===== src/verilog/hsr_params.svh =====
// Constants for the halt standby release control
// Overview of operation
// - While halted the watchdog keeps its clock unless the option byte lets software stop its oscillator.
// - The converter and metering blocks may run while halted but are held idle when the peripheral clock stops.
// - Halt is left only on an unmasked interrupt request or on reset.
// - Halt is left at once when any unmasked interrupt request is pending.
// - An interrupt wake-up with acknowledgment enabled takes the vectored service path.
// - An interrupt wake-up with acknowledgment disabled resumes at the next instruction without service.
// - The wait from release to vectored service is 10 or 11 CPU clocks.
// - The wait from release to the next instruction is 3 or 4 CPU clocks.
// - A reset while halted ends the halt and runs the normal reset sequence from the reset vector.
// - While halted the CPU clock is gated off and memory and port latches hold their values.
`ifndef HSR_PARAMS_SVH
`define HSR_PARAMS_SVH

`define HSR_OFS_CTRL     32'h0000_0000
`define HSR_OFS_STAT     32'h0000_0004
`define HSR_CTRL_ADC     0
`define HSR_CTRL_MTR     1
`define HSR_CTRL_RST     2'h0
`define HSR_IRQ_N        8
`define HSR_WAIT_VEC_CLK 4'hA
`define HSR_WAIT_NXT_CLK 4'h3
`define HSR_RESP_OKAY    2'h0
`define HSR_RESP_SLVERR  2'h2

`endif


===== src/verilog/hsr_pkg.sv =====
// Types shared by the halt standby release control
package hsr_pkg;

  typedef enum logic [1:0] {HSR_RUN, HSR_HALT, HSR_WAKE} hsr_state_e;

  typedef struct packed {
    logic vec;
    logic next;
    logic rst_fetch;
  } hsr_resume_s;

  typedef struct packed {
    logic wdt_clk_en;
    logic adc_run;
    logic meter_run;
  } hsr_run_s;

endpackage : hsr_pkg


===== src/verilog/hsr_halt_ctrl.sv =====
// Halt state control with AXI4-Lite registers
//
// Decided for this implementation: the register addresses and the AXI4-Lite interface to the registers.
`timescale 1ns/1ps
`include "hsr_params.svh"
module hsr_halt_ctrl (
  input  wire logic                   clock,
  input  wire logic                   srst,
  input  wire logic [31:0]            s_axi_awaddr,
  input  wire logic                   s_axi_awvalid,
  output logic                        s_axi_awready,
  input  wire logic [31:0]            s_axi_wdata,
  input  wire logic [3:0]             s_axi_wstrb,
  input  wire logic                   s_axi_wvalid,
  output logic                        s_axi_wready,
  output logic [1:0]                  s_axi_bresp,
  output logic                        s_axi_bvalid,
  input  wire logic                   s_axi_bready,
  input  wire logic [31:0]            s_axi_araddr,
  input  wire logic                   s_axi_arvalid,
  output logic                        s_axi_arready,
  output logic [31:0]                 s_axi_rdata,
  output logic [1:0]                  s_axi_rresp,
  output logic                        s_axi_rvalid,
  input  wire logic                   s_axi_rready,
  input  wire logic                   halt_exec,
  input  wire logic [`HSR_IRQ_N-1:0]  irq_flag,
  input  wire logic [`HSR_IRQ_N-1:0]  irq_mask,
  input  wire logic                   int_ack_en,
  input  wire logic                   prs_clk_stop,
  input  wire logic                   lsosc_sw_stop_opt,
  output logic                        cpu_clk_en,
  output logic                        mem_retain,
  output hsr_pkg::hsr_run_s           run,
  output hsr_pkg::hsr_resume_s        resume
);

  function automatic logic hsr_is_reg(input logic [31:0] addr);
    hsr_is_reg = (addr == `HSR_OFS_CTRL) || (addr == `HSR_OFS_STAT);
  endfunction : hsr_is_reg

  //////////////////////////////////////////////////////////////////////////////
  // Register bus

  logic        aw_hold_r;
  logic [31:0] awaddr_r;
  logic        w_hold_r;
  logic [31:0] wdata_r;
  logic [3:0]  wstrb_r;
  logic        bvalid_r;
  logic [1:0]  bresp_r;
  logic        rvalid_r;
  logic [31:0] rdata_r;
  logic [1:0]  rresp_r;
  logic [1:0]  ctrl_r;
  logic        last_vec_r;

  wire do_wr    = aw_hold_r && w_hold_r && !bvalid_r;
  wire ctrl_wr  = do_wr && (awaddr_r == `HSR_OFS_CTRL) && wstrb_r[0];
  wire ar_take  = s_axi_arvalid && s_axi_arready;
  wire [31:0] ctrl_word = {30'h0000_0000, ctrl_r};
  wire [31:0] stat_word;
  wire [31:0] rd_word = (s_axi_araddr == `HSR_OFS_CTRL) ? ctrl_word :
                        (s_axi_araddr == `HSR_OFS_STAT) ? stat_word : 32'h0000_0000;

  // Response waits for both halves, so one write never splits
  assign s_axi_awready = !aw_hold_r && !bvalid_r;
  assign s_axi_wready  = !w_hold_r && !bvalid_r;
  assign s_axi_arready = !rvalid_r;
  assign s_axi_bvalid  = bvalid_r;
  assign s_axi_bresp   = bresp_r;
  assign s_axi_rvalid  = rvalid_r;
  assign s_axi_rdata   = rdata_r;
  assign s_axi_rresp   = rresp_r;

  always_ff @(posedge clock)
  begin
    if (srst)
    begin
      aw_hold_r <= 1'b0;
      awaddr_r  <= 32'h0000_0000;
      w_hold_r  <= 1'b0;
      wdata_r   <= 32'h0000_0000;
      wstrb_r   <= 4'h0;
      bvalid_r  <= 1'b0;
      bresp_r   <= `HSR_RESP_OKAY;
    end
    else
    begin
      if (s_axi_awvalid && s_axi_awready)
      begin
        aw_hold_r <= 1'b1;
        awaddr_r  <= s_axi_awaddr;
      end
      if (s_axi_wvalid && s_axi_wready)
      begin
        w_hold_r <= 1'b1;
        wdata_r  <= s_axi_wdata;
        wstrb_r  <= s_axi_wstrb;
      end
      if (do_wr)
      begin
        aw_hold_r <= 1'b0;
        w_hold_r  <= 1'b0;
        bvalid_r  <= 1'b1;
        bresp_r   <= hsr_is_reg(awaddr_r) ? `HSR_RESP_OKAY : `HSR_RESP_SLVERR;
      end
      else if (bvalid_r && s_axi_bready)
        bvalid_r <= 1'b0;
    end
  end

  always_ff @(posedge clock)
  begin
    if (srst)
    begin
      rvalid_r <= 1'b0;
      rdata_r  <= 32'h0000_0000;
      rresp_r  <= `HSR_RESP_OKAY;
    end
    else if (ar_take)
    begin
      rvalid_r <= 1'b1;
      rdata_r  <= rd_word;
      rresp_r  <= hsr_is_reg(s_axi_araddr) ? `HSR_RESP_OKAY : `HSR_RESP_SLVERR;
    end
    else if (rvalid_r && s_axi_rready)
      rvalid_r <= 1'b0;
  end

  always_ff @(posedge clock)
  begin
    if (srst)
      ctrl_r <= `HSR_CTRL_RST;
    else if (ctrl_wr)
      ctrl_r <= wdata_r[1:0];
  end

  //////////////////////////////////////////////////////////////////////////////
  // Halt state machine

  hsr_pkg::hsr_state_e state_r;
  hsr_pkg::hsr_state_e state_nxt;
  logic                vec_r;
  logic                opt_r;
  logic                opt_ok_r;
  logic                rst_pend_r;
  logic                cnt_busy;
  logic                cnt_done;

  wire wake_req = |(irq_flag & ~irq_mask);
  wire in_halt  = (state_r == hsr_pkg::HSR_HALT);
  wire load     = (state_nxt == hsr_pkg::HSR_WAKE) && (state_r != hsr_pkg::HSR_WAKE);
  wire [3:0] wait_val = int_ack_en ? `HSR_WAIT_VEC_CLK : `HSR_WAIT_NXT_CLK;

  assign stat_word = {28'h000_0000, run.wdt_clk_en, last_vec_r,
                      cnt_busy, in_halt};

  always_comb
  begin
    state_nxt = state_r;
    case (state_r)
      hsr_pkg::HSR_RUN:
        if (halt_exec)
          state_nxt = wake_req ? hsr_pkg::HSR_WAKE : hsr_pkg::HSR_HALT;
      hsr_pkg::HSR_HALT:
        if (wake_req)
          state_nxt = hsr_pkg::HSR_WAKE;
      hsr_pkg::HSR_WAKE:
        if (cnt_done)
          state_nxt = hsr_pkg::HSR_RUN;
      default:
        state_nxt = hsr_pkg::HSR_RUN;
    endcase
  end

  always_ff @(posedge clock)
  begin
    if (srst)
    begin
      state_r    <= hsr_pkg::HSR_RUN;
      vec_r      <= 1'b0;
      last_vec_r <= 1'b0;
    end
    else
    begin
      state_r <= state_nxt;
      if (load)
      begin
        vec_r      <= int_ack_en;
        last_vec_r <= int_ack_en;
      end
    end
  end

  hsr_wait_cnt u_wait (
    .clock    (clock),
    .srst     (srst),
    .load     (load),
    .load_val (wait_val),
    .busy     (cnt_busy),
    .done     (cnt_done)
  );

  // Option byte caught once after reset, not under it
  always_ff @(posedge clock)
  begin
    if (srst)
    begin
      opt_r    <= 1'b0;
      opt_ok_r <= 1'b0;
    end
    else if (!opt_ok_r)
    begin
      opt_r    <= lsosc_sw_stop_opt;
      opt_ok_r <= 1'b1;
    end
  end

  //////////////////////////////////////////////////////////////////////////////
  // Outputs

  assign cpu_clk_en = !in_halt;
  assign mem_retain = in_halt;

  always_ff @(posedge clock)
  begin
    if (srst)
    begin
      run        <= '0;
      resume     <= '0;
      rst_pend_r <= 1'b1;
    end
    else
    begin
      run.wdt_clk_en <= !(in_halt && opt_r);
      run.adc_run    <= ctrl_r[`HSR_CTRL_ADC] && !prs_clk_stop;
      run.meter_run  <= ctrl_r[`HSR_CTRL_MTR] && !prs_clk_stop;
      resume.vec     <= cnt_done && vec_r;
      resume.next    <= cnt_done && !vec_r;
      resume.rst_fetch <= rst_pend_r;
      rst_pend_r       <= 1'b0;
    end
  end

  //////////////////////////////////////////////////////////////////////////////
  // Checks

  a_halt_stays_put: assert property (@(posedge clock) disable iff (srst)
    in_halt && !wake_req |=> in_halt)
    else $error("halt left without a release source");

  a_halt_wake_fast: assert property (@(posedge clock) disable iff (srst)
    in_halt && wake_req |=> state_r == hsr_pkg::HSR_WAKE)
    else $error("pending unmasked request did not wake");

  // Quiet run split at eight, long repeats unroll badly
  a_vec_wait_len: assert property (@(posedge clock) disable iff (srst)
    in_halt && wake_req && int_ack_en |=>
      !resume.vec [*8] ##1 !resume.vec ##1 !resume.vec ##1 resume.vec)
    else $error("vectored resume not after the set wait");

  a_next_wait_len: assert property (@(posedge clock) disable iff (srst)
    in_halt && wake_req && !int_ack_en |=> !resume.next [*3] ##1 resume.next)
    else $error("plain resume not after the set wait");

  a_path_exclusive: assert property (@(posedge clock) disable iff (srst)
    resume.next |-> !resume.vec && !last_vec_r)
    else $error("plain resume taken with acknowledgment");

  a_vec_needs_ack: assert property (@(posedge clock) disable iff (srst)
    resume.vec |-> last_vec_r && !resume.next)
    else $error("vectored resume taken without acknowledgment");

  a_clk_gated: assert property (@(posedge clock) disable iff (srst)
    state_r == hsr_pkg::HSR_RUN && halt_exec && !wake_req |=> !cpu_clk_en && mem_retain)
    else $error("CPU clock not gated on halt");

  a_wdt_feed_cut: assert property (@(posedge clock) disable iff (srst)
    in_halt && opt_r ##1 in_halt |-> !run.wdt_clk_en)
    else $error("watchdog clock not cut");

  a_adc_held_idle: assert property (@(posedge clock) disable iff (srst)
    prs_clk_stop |=> !run.adc_run && !run.meter_run)
    else $error("converter ran without peripheral clock");

  // Fetch pulse is registered, so it shows one edge after release
  a_reset_fetch: assert property (@(posedge clock)
    srst ##1 !srst |->
      state_r == hsr_pkg::HSR_RUN ##1 resume.rst_fetch)
    else $error("no reset vector fetch after reset");

  a_flag_clears: assert property (@(posedge clock) disable iff (srst)
    $fell(in_halt) |-> cnt_busy && $past(wake_req))
    else $error("halt flag cleared without wake");

endmodule : hsr_halt_ctrl


===== src/verilog/hsr_wait_cnt.sv =====
// Wake-up wait counter for the halt standby release control
`timescale 1ns/1ps
module hsr_wait_cnt (
  input  wire logic       clock,
  input  wire logic       srst,
  input  wire logic       load,
  input  wire logic [3:0] load_val,
  output logic            busy,
  output logic            done
);

  logic [3:0] cnt_r;

  assign busy = (cnt_r != 4'h0);
  assign done = (cnt_r == 4'h1);

  always_ff @(posedge clock)
  begin
    if (srst)
      cnt_r <= 4'h0;
    else if (load)
      cnt_r <= load_val;
    else if (busy)
      cnt_r <= cnt_r - 4'h1;
  end

endmodule : hsr_wait_cnt

===== config.mk =====
export PLATFORM = sky130hd
export DESIGN_NAME = hsr_halt_ctrl
export DESIGN_NICKNAME = d
export VERILOG_FILES = /design/src/verilog/hsr_pkg.sv /design/src/verilog/hsr_halt_ctrl.sv /design/src/verilog/hsr_wait_cnt.sv
export VERILOG_INCLUDE_DIRS = /design/src /design/src/verilog
export SDC_FILE = /design/constraint.sdc
export NUM_CORES = 1
export LEC_CHECK = 0
export ABC_CLOCK_PERIOD_IN_PS = 1500
export BUFFER_PORTS_ARGS = -buffer_cell sky130_fd_sc_hd__clkbuf_2
export CORE_UTILIZATION = 38
export DETAILED_ROUTE_END_ITERATION = 7
export PLACE_DENSITY_LB_ADDON = 0.1
export SKIP_CTS_REPAIR_TIMING = 1
export SLEW_MARGIN = 20
export SYNTH_ARGS = -nofsm -noshare
export SYNTH_HDL_FRONTEND = slang
export SYNTH_SLANG_ARGS = --single-unit

===== constraint.sdc =====
create_clock -name clock -period 1.5 [get_ports clock]
set_clock_uncertainty 0.2 [all_clocks]
set_input_delay 0.075 -clock clock [delete_from_list [all_inputs] [get_ports clock]]
set_output_delay 0.075 -clock clock [all_outputs]
set_load 0.01 [all_outputs]

-- Yosys cells after proc, flatten, opt, wreduce, memory -nomap -nowiden
Index checks and enable logic that the tools add are counted.
- add/subtract/negate cells: 1
- equal/unequal tests: 7
- mux-type cells: 18
- bitwise logic cells: 2
- reduce and logical (&&, ||, !) cells: 36
- operator list (cell ; number):
    $eq 32x3->1 const B ; 2
    $logic_not 32->1 ; 2
    $mux 4 ; 5
    $logic_and 1x1->1 ; 17
    $mux 2 ; 6
    $and 8x8->8 ; 1
    $logic_not 1->1 ; 8
    $not 8->8 ; 1
    $reduce_or 8->1 ; 1
    $mux 1 ; 6
    $pmux 2 s3 ; 1
    $reduce_bool 2->1 ; 3
    $eq 2x2->1 const B ; 2
    $eq 4x1->1 const B ; 1
    $reduce_bool 4->1 ; 1
    $sub 4x1->4 const B ; 1
    $eq 2x1->1 const B ; 1
    $logic_not 2->1 ; 1
    $logic_or 1x1->1 ; 2
    $ne 2x2->1 const B ; 1
    $reduce_or 2->1 ; 1
- register bits: 93
- input port bits: 127
- output and inout bits: 49
- logic and storage cells: 87

-- Longest topological paths before layout
Gate-level depths: netlist (run 1).
- depth in word-level cells: 9
- depth in mapped cells: 6
- gate-level depth less buffers: 6

-- Modules after synthesis
Synthesis (run 1) repeated with hierarchy kept, for this count alone.
- cell total of the unflattened synthesis: 332
- area total of the unflattened synthesis: 2752.6 sq um
- modules (own cells, without submodules) (module ; times used ; cells each ; area an instance (sq um) ; sequential area each (sq um)):
    hsr_halt_ctrl ; 1 ; 304 ; 2502.4 ; 1181.1
    hsr_wait_cnt ; 1 ; 28 ; 250.2 ; 80.1

-- Worst setup path after synthesis (run 1)
OpenSTA, ideal clock, no wires.
- path kind: register to register
- from: register awaddr_r[9]
- to: register ctrl_r[0]
- library setup time: 0.128 ns
- data arrival time: 1.190 ns
- data required time: 1.172 ns
- path slack: -0.017 ns
- stages on the path, launching flop included: 6
- buffers on the path: 0
- period minus slack after synthesis: 1.517 ns
- path through: dfxtp_1 nor4_2 nand4_1 nor3_2 mux2i_1 nor2_1
- longest elaborated chain between the ends: 3
- ends and longest elaborated chain (what ; RTL line ; RTL):
    start, declared ; hsr_halt_ctrl.sv:46 ; logic [31:0] awaddr_r;
    start signal, assigned ; hsr_halt_ctrl.sv:93 ; awaddr_r <= s_axi_awaddr;
    $logic_not 32->1 (no source line) ; n/a ;
    $logic_and 1x1->1 (2 in series) ; hsr_halt_ctrl.sv:59 ; wire ctrl_wr = do_wr && (awaddr_r == `HSR_OFS_CTRL) && wstrb_r[0];
    end signal, assigned ; hsr_halt_ctrl.sv:134 ; ctrl_r <= `HSR_CTRL_RST;
    end signal, assigned ; hsr_halt_ctrl.sv:136 ; ctrl_r <= wdata_r[1:0];
    end, declared ; hsr_halt_ctrl.sv:55 ; logic [1:0] ctrl_r;
No other way between the ends.
A chain may end at the register's enable or synchronous reset.

-- Final worst setup path (run 1)
Ends and elaborated chain as after synthesis.

==> summary.txt, run 1 <==
Status: finished with violations
Failing checks: setup timing
Mux share of post-synthesis cell area: 0.0338
Worst-Skew Late Latency: 0.33 ns
Max-cap violations: 0
DIE HEIGHT: 86.9 um
Crit path launch type: flop
Post-route ant nets: 0
Synthesized-area fraction occupied by xor and xnor cells: 0.00320
Clock Pin Slew Worst Setup and Hold Paths: 0.07 ns
Share of the synthesized area in the top cell type: 0.461
Crit-path max cell delay: 0.32 ns
Fraction of layout cells with a size suffix above 1: 0.343
Mapped Avg Cell Area: 8.29 um2
Cell taking the most area after synthesis: dfxtp_1
Period utilisation layout: 1.11
Crit Path Max Fanout: 2
Minimum clock period: 1.66 ns
# H-tree levels: 3
Static Leak: 1.87 nW
Worst Path Arrival: 1.69 ns
CTS root buffer: clkbuf_8
Post-synthesis instance area: 2740 um2
Die ar.: 7540 um2
Setup crit end kind: flop
RSZ-0062 raised after global routing: yes
PnR worst setup slack: -0.162 ns
Hold Fails Final Rpt: 0
Pre-CTS setup slack: -0.162 ns
Unique cell type count in the Yosys netlist: 36
Synth Area in Simple Gates: 0.245
Via Count: 2,702
CTS tree: done
Seq/Total Area, Yosys: 0.461
Cells after Synth: 330
Synth async-reset ratio: 0
Final HPWL DP: 4670 um
EDFF count, synth: 0
Residual DRC count: 0
Site row count: 30
Top-count cell post-synth: nand2_1
Port Buffer Count: 112
Crit path required time: 1.52 ns
FF+latch count, synth: 63
PwrDens: 991 nW/um2
CP max stage cell: dfxtp_1
DR iter-0 viols: 86
Placed insts: 536
Final #Nets: 626
Fmax achieved: 0.602 GHz
Total gr overflow: 0
Delay-heaviest family, CP: simple AND/OR/NAND/NOR gates
# diodes: 0
Gp weighted congestion: 0.697
CTS Sinks: 63
First-pass GRT wire length: 10,200 um
Vias in the first global route: 2,370
Area growth from synthesis to layout: 50.3%
TritonCTS buffer count: 9
Die Width: 86.9 um
Final setup violation count: 2
Main synth FF type: dfxtp_1
Hold WS: 0.0473 ns
Largest net degree at the start of global routing: 34
Tot GR Track Use: 0.175
Starting Density: 0.398
Worst VDD drop: 0.000514 V
Top Ports: 176
TritonRoute pass-1 iters: 4
Largest family of logic cells by synthesized area: simple AND/OR/NAND/NOR gates
Synth Area in Compound Gates: 0.121
Via density: 4.52
Type of the tightest min-delay check: in -> reg
Initial antenna violation count: 0
CP bufs+invs: 0
Wirelength per Cell: 11.4 um
Fillcell total: 631
WL final: 6790 um
Final non-filler cell total: 598
TNS Setup: -0.314 ns
Critical path type: reg -> reg
Final slew viol count: 0
Synthesis warning total: 0
CP cell instances: nor4_2, nand4_1, nor3_2, mux2i_1, nor2_1
Ranking of synthesized cells by area: dfxtp_1 46%, nand2_1 10%, buf_4 8.2%, a21oi_1 7.7%, nor2_1 2.7%
Clock Path Buffers: 2
Core Region: 6870 um2
Commonest cells in the netlist: 73 x nand2_1, 63 x dfxtp_1, 42 x a21oi_1
Post-Synth Adder-Cell Area: 0.00914
Pwr Total: 4.08 mW
==> cells in the final DEF, fill, tap and decap left out, types with 2 or more instances in the layout <==
cell type      instances
a211oi_1               4
a21oi_1               42
and2_2                 2
buf_12                 2
buf_4                 11
clkbuf_1               2
clkbuf_2             112
clkbuf_8              11
clkinv_2               2
conb_1                30
dfxtp_1               57
dfxtp_2                6
dlygate4sd3_1         45
inv_1                 12
inv_2                  2
mux2i_1                7
nand2_1               73
nand3_1                3
nand3b_1               2
nand4_1                6
nor2_1                18
nor2_2                 2
nor2b_1                2
nor3_1                 5
nor3b_1                3
nor4_1                 8
nor4_2                 5
nor4_4                 2
o21ai_0                2
o22ai_1                2
o22ai_2                2
==> flip-flops by register name, summed over array words and instances (netlist names), 2 cells and up <==
register and count:
u_wait.cnt_r 4, s_axi_rdata 4, state_r 2, run 3, ctrl_r 2, awaddr_r 32
wdata_r 2, resume 3
==> metal layers <==
layer	global-route usage	part of all wire	up-vias	routed length, um
met5	0	0	-	0
met1	0.204	0.44	1218	2960
met3	0.0559	0.041	13	278
met4	0.0848	0.018	0	122
met2	0.291	0.50	83	3420
li1	-	-	1388	-
==> metrics by stage <==
stage	cell area (um2)	utilization
finish	4110	0.599
global route	4110	0.599
CTS	3550	0.517
detailed placement	3370	0.491
global placement	3370	0.491
floorplan	2850	-
==> worst min-delay path, cell delays in order <==
cell and delay, ns:
clkbuf_2 0.08, nand2_1 0.06, buf_6 0.19, nand2_1 0.09, a21oi_1 0.05
==> final timing paths <==
| check | start | to | slack [ns] | cells past startpoint |
|---|---|---|---|---|
| max | awaddr_r[9]$_SDFFE_PP0P_ | ctrl_r[0]$_SDFFE_PP0P_ | -0.16 | 5 |
| min | s_axi_awvalid | awaddr_r[26]$_SDFFE_PP0P_ | 0.05 | 5 |
| max reg2reg | awaddr_r[9]$_SDFFE_PP0P_ | ctrl_r[0]$_SDFFE_PP0P_ | -0.16 | 5 |
| min reg2reg | rst_pend_r$_DFF_P_ | resume[0]$_SDFF_PP0_ | 0.24 | 1 |
==> where the power goes <==
group	switching (mW)	internal [mW]	total, mW	leakage (nW)
logic	0.420	0.460	0.880	1.27
registers	0.0876	1.80	1.88	0.519
clock network	0.627	0.686	1.31	0.0894
==> cells by family after synthesis <==
family,Yosys count
simple gates,139
flops,63
buf+inv,60
compound gates,55
mux,9
fa+ha+maj,2
other cells,1
xor+xnor,1
==> layout make-up <==
type / instances / area, um2 / share of cell area
clock buffer: 13 / 159 / 0.0386
clock inverter: 3 / 17.5 / 0.00426
inverter: 15 / 56.3 / 0.0137
multi-input combinational: 236 / 1320 / 0.321
sequential: 63 / 1270 / 0.309
tap: 96 / 120 / 0.0292
timing repair buffer: 172 / 1170 / 0.285
No activity file was read; power rests on OpenSTA's default activity.
==> inputs of run 2 (changes only) <==
--- a/config.mk
+++ b/config.mk
@@ -15,4 +15,5 @@
 export SLEW_MARGIN = 20
 export SYNTH_ARGS = -nofsm -noshare
 export SYNTH_HDL_FRONTEND = slang
+export SYNTH_HIERARCHICAL = 1
 export SYNTH_SLANG_ARGS = --single-unit
==> summary.txt, run 2 <==
Static Leak: 1.96 nW (was 1.87 nW)
Unique cell type count in the Yosys netlist: 40 (was 36)
TNS Setup: -0.471 ns (was -0.314 ns)
Final setup violation count: 5 (was 2)
Final non-filler cell total: 609 (was 598)
CP max stage cell: dfxtp_2 (was dfxtp_1)
Top Ports: 176 (unchanged)
Worst Path Arrival: 1.70 ns (was 1.69 ns)
CP cell instances: nor4_4, nand4_1, nor3_2, mux2i_1, nor2_1 (was nor4_2, nand4_1, nor3_2, mux2i_1, nor2_1)
# diodes: 0 (unchanged)
CTS root buffer: clkbuf_8 (unchanged)
Worst-Skew Late Latency: 0.33 ns (about the same)
Placed insts: 547 (was 536)
Mux share of post-synthesis cell area: 0.0377 (was 0.0338)
Int Power: 3.50 mW (was 2.94 mW)
Synthesized-area fraction occupied by xor and xnor cells: 0.00636 (was 0.00320)
Clock Pin Slew Worst Setup and Hold Paths: 0.07 ns (about the same)
PwrDens: 1130 nW/um2 (was 991 nW/um2)
# H-tree levels: 3 (unchanged)
FF+latch count, synth: 63 (unchanged)
Initial antenna violation count: 0 (unchanged)
Clock Path Buffers: 2 (unchanged)
Total gr overflow: 0 (unchanged)
Crit path launch type: flop (unchanged)
Area growth from synthesis to layout: 55.3% (was 50.3%)
Worst VDD drop: 0.000562 V (was 0.000514 V)
Top-count cell post-synth: nand2_1 (unchanged)
Synth Area in Compound Gates: 0.115 (was 0.121)
Hold Fails Final Rpt: 3 (was 0)
Reg area: 1270 um2 (about the same)
Seq/Total Area, Yosys: 0.458 (was 0.461)
Mapped Avg Cell Area: 8.29 um2 (about the same)
Delay-heaviest family, CP: simple AND/OR/NAND/NOR gates (unchanged)
Via density: 4.43 (was 4.52)
Biggest register: awaddr_r (unchanged)
DIE HEIGHT: 87.1 um (was 86.9 um)
Crit path required time: 1.53 ns (was 1.52 ns)
Vias in the first global route: 2,371 (was 2,370)
Sw frac: 0.277 (was 0.278)
Final HPWL DP: 4770 um (was 4670 um)
Setup crit end kind: flop (unchanged)
Synthesis warning total: 6 (was 0)
Most frequent cells in the layout: 111 x clkbuf_2, 74 x nand2_1, 56 x dfxtp_1 (was 112 x clkbuf_2, 73 x nand2_1, 57 x dfxtp_1)
Die ar.: 7590 um2 (was 7540 um2)
Die Width: 87.1 um (was 86.9 um)
Fraction of layout cells with a size suffix above 1: 0.366 (was 0.343)
Share of the synthesized area in the top cell type: 0.458 (was 0.461)
Pwr Total: 4.84 mW (was 4.08 mW)
Minimum clock period: 1.67 ns (was 1.66 ns)
Final #Nets: 638 (was 626)
Synth Area in Simple Gates: 0.245 (about the same)
Period utilisation layout: 1.11 (about the same)
Largest family of logic cells by synthesized area: simple AND/OR/NAND/NOR gates (unchanged)
Crit-path max cell delay: 0.34 ns (was 0.32 ns)
Clk pwr share: 0.327 (was 0.322)
Core Region: 6910 um2 (was 6870 um2)
Wirelength per Cell: 11.5 um (was 11.4 um)
CTS Sinks: 63 (unchanged)
Footprint of the multi-input gates: 1410 um2 (was 1320 um2)
Gp weighted congestion: 0.744 (was 0.697)
Failing checks: hold timing, setup timing (was setup timing)
Cell taking the most area after synthesis: dfxtp_1 (unchanged)
Type of the tightest min-delay check: in -> reg (unchanged)
PnR worst setup slack: -0.169 ns (was -0.162 ns)
Commonest non-fill, non-tap cell in the layout: clkbuf_2 (unchanged)
First-pass GRT wire length: 10,100 um (was 10,200 um)
Fillcell total: 657 (was 631)
Pre-CTS setup slack: -0.215 ns (was -0.162 ns)
Largest register FFs: 32 (unchanged)
Max-cap violations: 0 (unchanged)
Post-route ant nets: 0 (unchanged)
Post-synthesis instance area: 2750 um2 (was 2740 um2)
Switching power total: 1.34 mW (was 1.13 mW)
Via Count: 2,698 (was 2,702)
Port Buffer Count: 112 (unchanged)
Main synth FF type: dfxtp_1 (unchanged)
Site row count: 30 (unchanged)
Residual DRC count: 0 (unchanged)
CTS tree: done (unchanged)
Fmax achieved: 0.599 GHz (was 0.602 GHz)
Tot GR Track Use: 0.173 (was 0.175)
Commonest cells in the netlist: 74 x nand2_1, 63 x dfxtp_1, 41 x a21oi_1 (was 73 x nand2_1, 63 x dfxtp_1, 42 x a21oi_1)
CP bufs+invs: 0 (unchanged)
Final slew viol count: 0 (unchanged)
Post-Synth Adder-Cell Area: 0.0136 (was 0.00914)
DR iter-0 viols: 83 (was 86)
Sequential share of power: 0.400 (was 0.462)
Crit Path Max Fanout: 2 (unchanged)
WL final: 6980 um (was 6790 um)
Ranking of synthesized cells by area: dfxtp_1 46%, nand2_1 10%, buf_4 8.2%, a21oi_1 7.5%, mux2i_1 2.5% (was dfxtp_1 46%, nand2_1 10%, buf_4 8.2%, a21oi_1 7.7%, nor2_1 2.7%)
EDFF count, synth: 0 (unchanged)
Starting Density: 0.399 (was 0.398)
TritonCTS buffer count: 9 (unchanged)
Critical path type: reg -> reg (unchanged)
Largest net degree at the start of global routing: 33 (was 34)
Hold WS: -0.0764 ns (was 0.0473 ns)
Status: finished with violations (unchanged)
TritonRoute pass-1 iters: 4 (unchanged)
RSZ-0062 raised after global routing: yes (unchanged)
Synth async-reset ratio: 0 (unchanged)
Cells after Synth: 332 (was 330)
Combinational group share of total power: 0.273 (was 0.216)
## run 2: changes by cell type in the layout (fill, tap and decap cells not counted), sizes merged, moves of 3 or more
| cell | before | now |
|---|---|---|
| buf | 14 | 25 |
| nor2 | 21 | 18 |
| clkbuf | 126 | 121 |
| nor2b | 3 | 6 |
## run 2: layout make-up
cell class                 instances  share of cell area
clock inverter                     6              0.0199
sequential                        63               0.297
tap                               96              0.0281
timing repair buffer             179               0.283
inverter                          14              0.0129
multi-input combinational        241               0.329
clock buffer                      10              0.0299
## run 2: cell families (layout without fill, tap and decap cells)
family,count (synthesis),after routing
other,2,32
DFF,63,63
adders and majority gates,3,3
buffers and inverters,58,209
AOI/OAI and AO/OA,55,55
muxes,10,10
and+or+nand+nor,139,139
xor gates and xnor gates,2,2
## run 2: final timing paths
check	start	end	slack (ns)	cells past startpoint
min reg2reg	rst_pend_r$_DFF_P_	resume[0]$_SDFF_PP0_	0.23	1
max reg2reg	awaddr_r[14]$_SDFFE_PP0P_	ctrl_r[1]$_SDFFE_PP0P_	-0.17	5
max	awaddr_r[14]$_SDFFE_PP0P_	ctrl_r[1]$_SDFFE_PP0P_	-0.17	5
min	irq_flag[6]	state_r[0]$_SDFF_PP0_	-0.08	3
## run 2: routing by layer
| layer | global-route usage | wire length [um] | vias up |
|---|---|---|---|
| li1 | - | - | 1408 |
| met1 | 0.194 | 3040 | 1208 |
| met2 | 0.309 | 3550 | 75 |
| met3 | 0.0408 | 310 | 7 |
| met4 | 0.0790 | 78 | 0 |
| met5 | 0 | 0 | - |
## run 2: per-stage QoR
stage                util  instance area [um2]  hold slack [ns]
global route        0.619                 4270          -0.0644
floorplan               -                 2920          -0.0973
global placement    0.507                 3500           0.0602
detailed placement  0.507                 3500           0.0707
CTS                 0.537                 3710           -0.286
finish              0.619                 4270          -0.0764
## run 2: worst min-delay path, stage by stage
cell,delay [ns]
clkbuf_2,0.08
a22oi_1,0.10
and4_1,0.17
## run 2: power groups by stage
stage	Sequential (mW)	Clock, mW	Combinational (mW)
6_report	1.94	1.58	1.32
5_1_grt	1.95	1.69	1.46
4_1_cts	1.92	1.63	1.06
3_5_place_dp	1.95	0	1.05
3_3_place_gp	1.95	0	1.04
2_1_floorplan	1.95	0	0.682
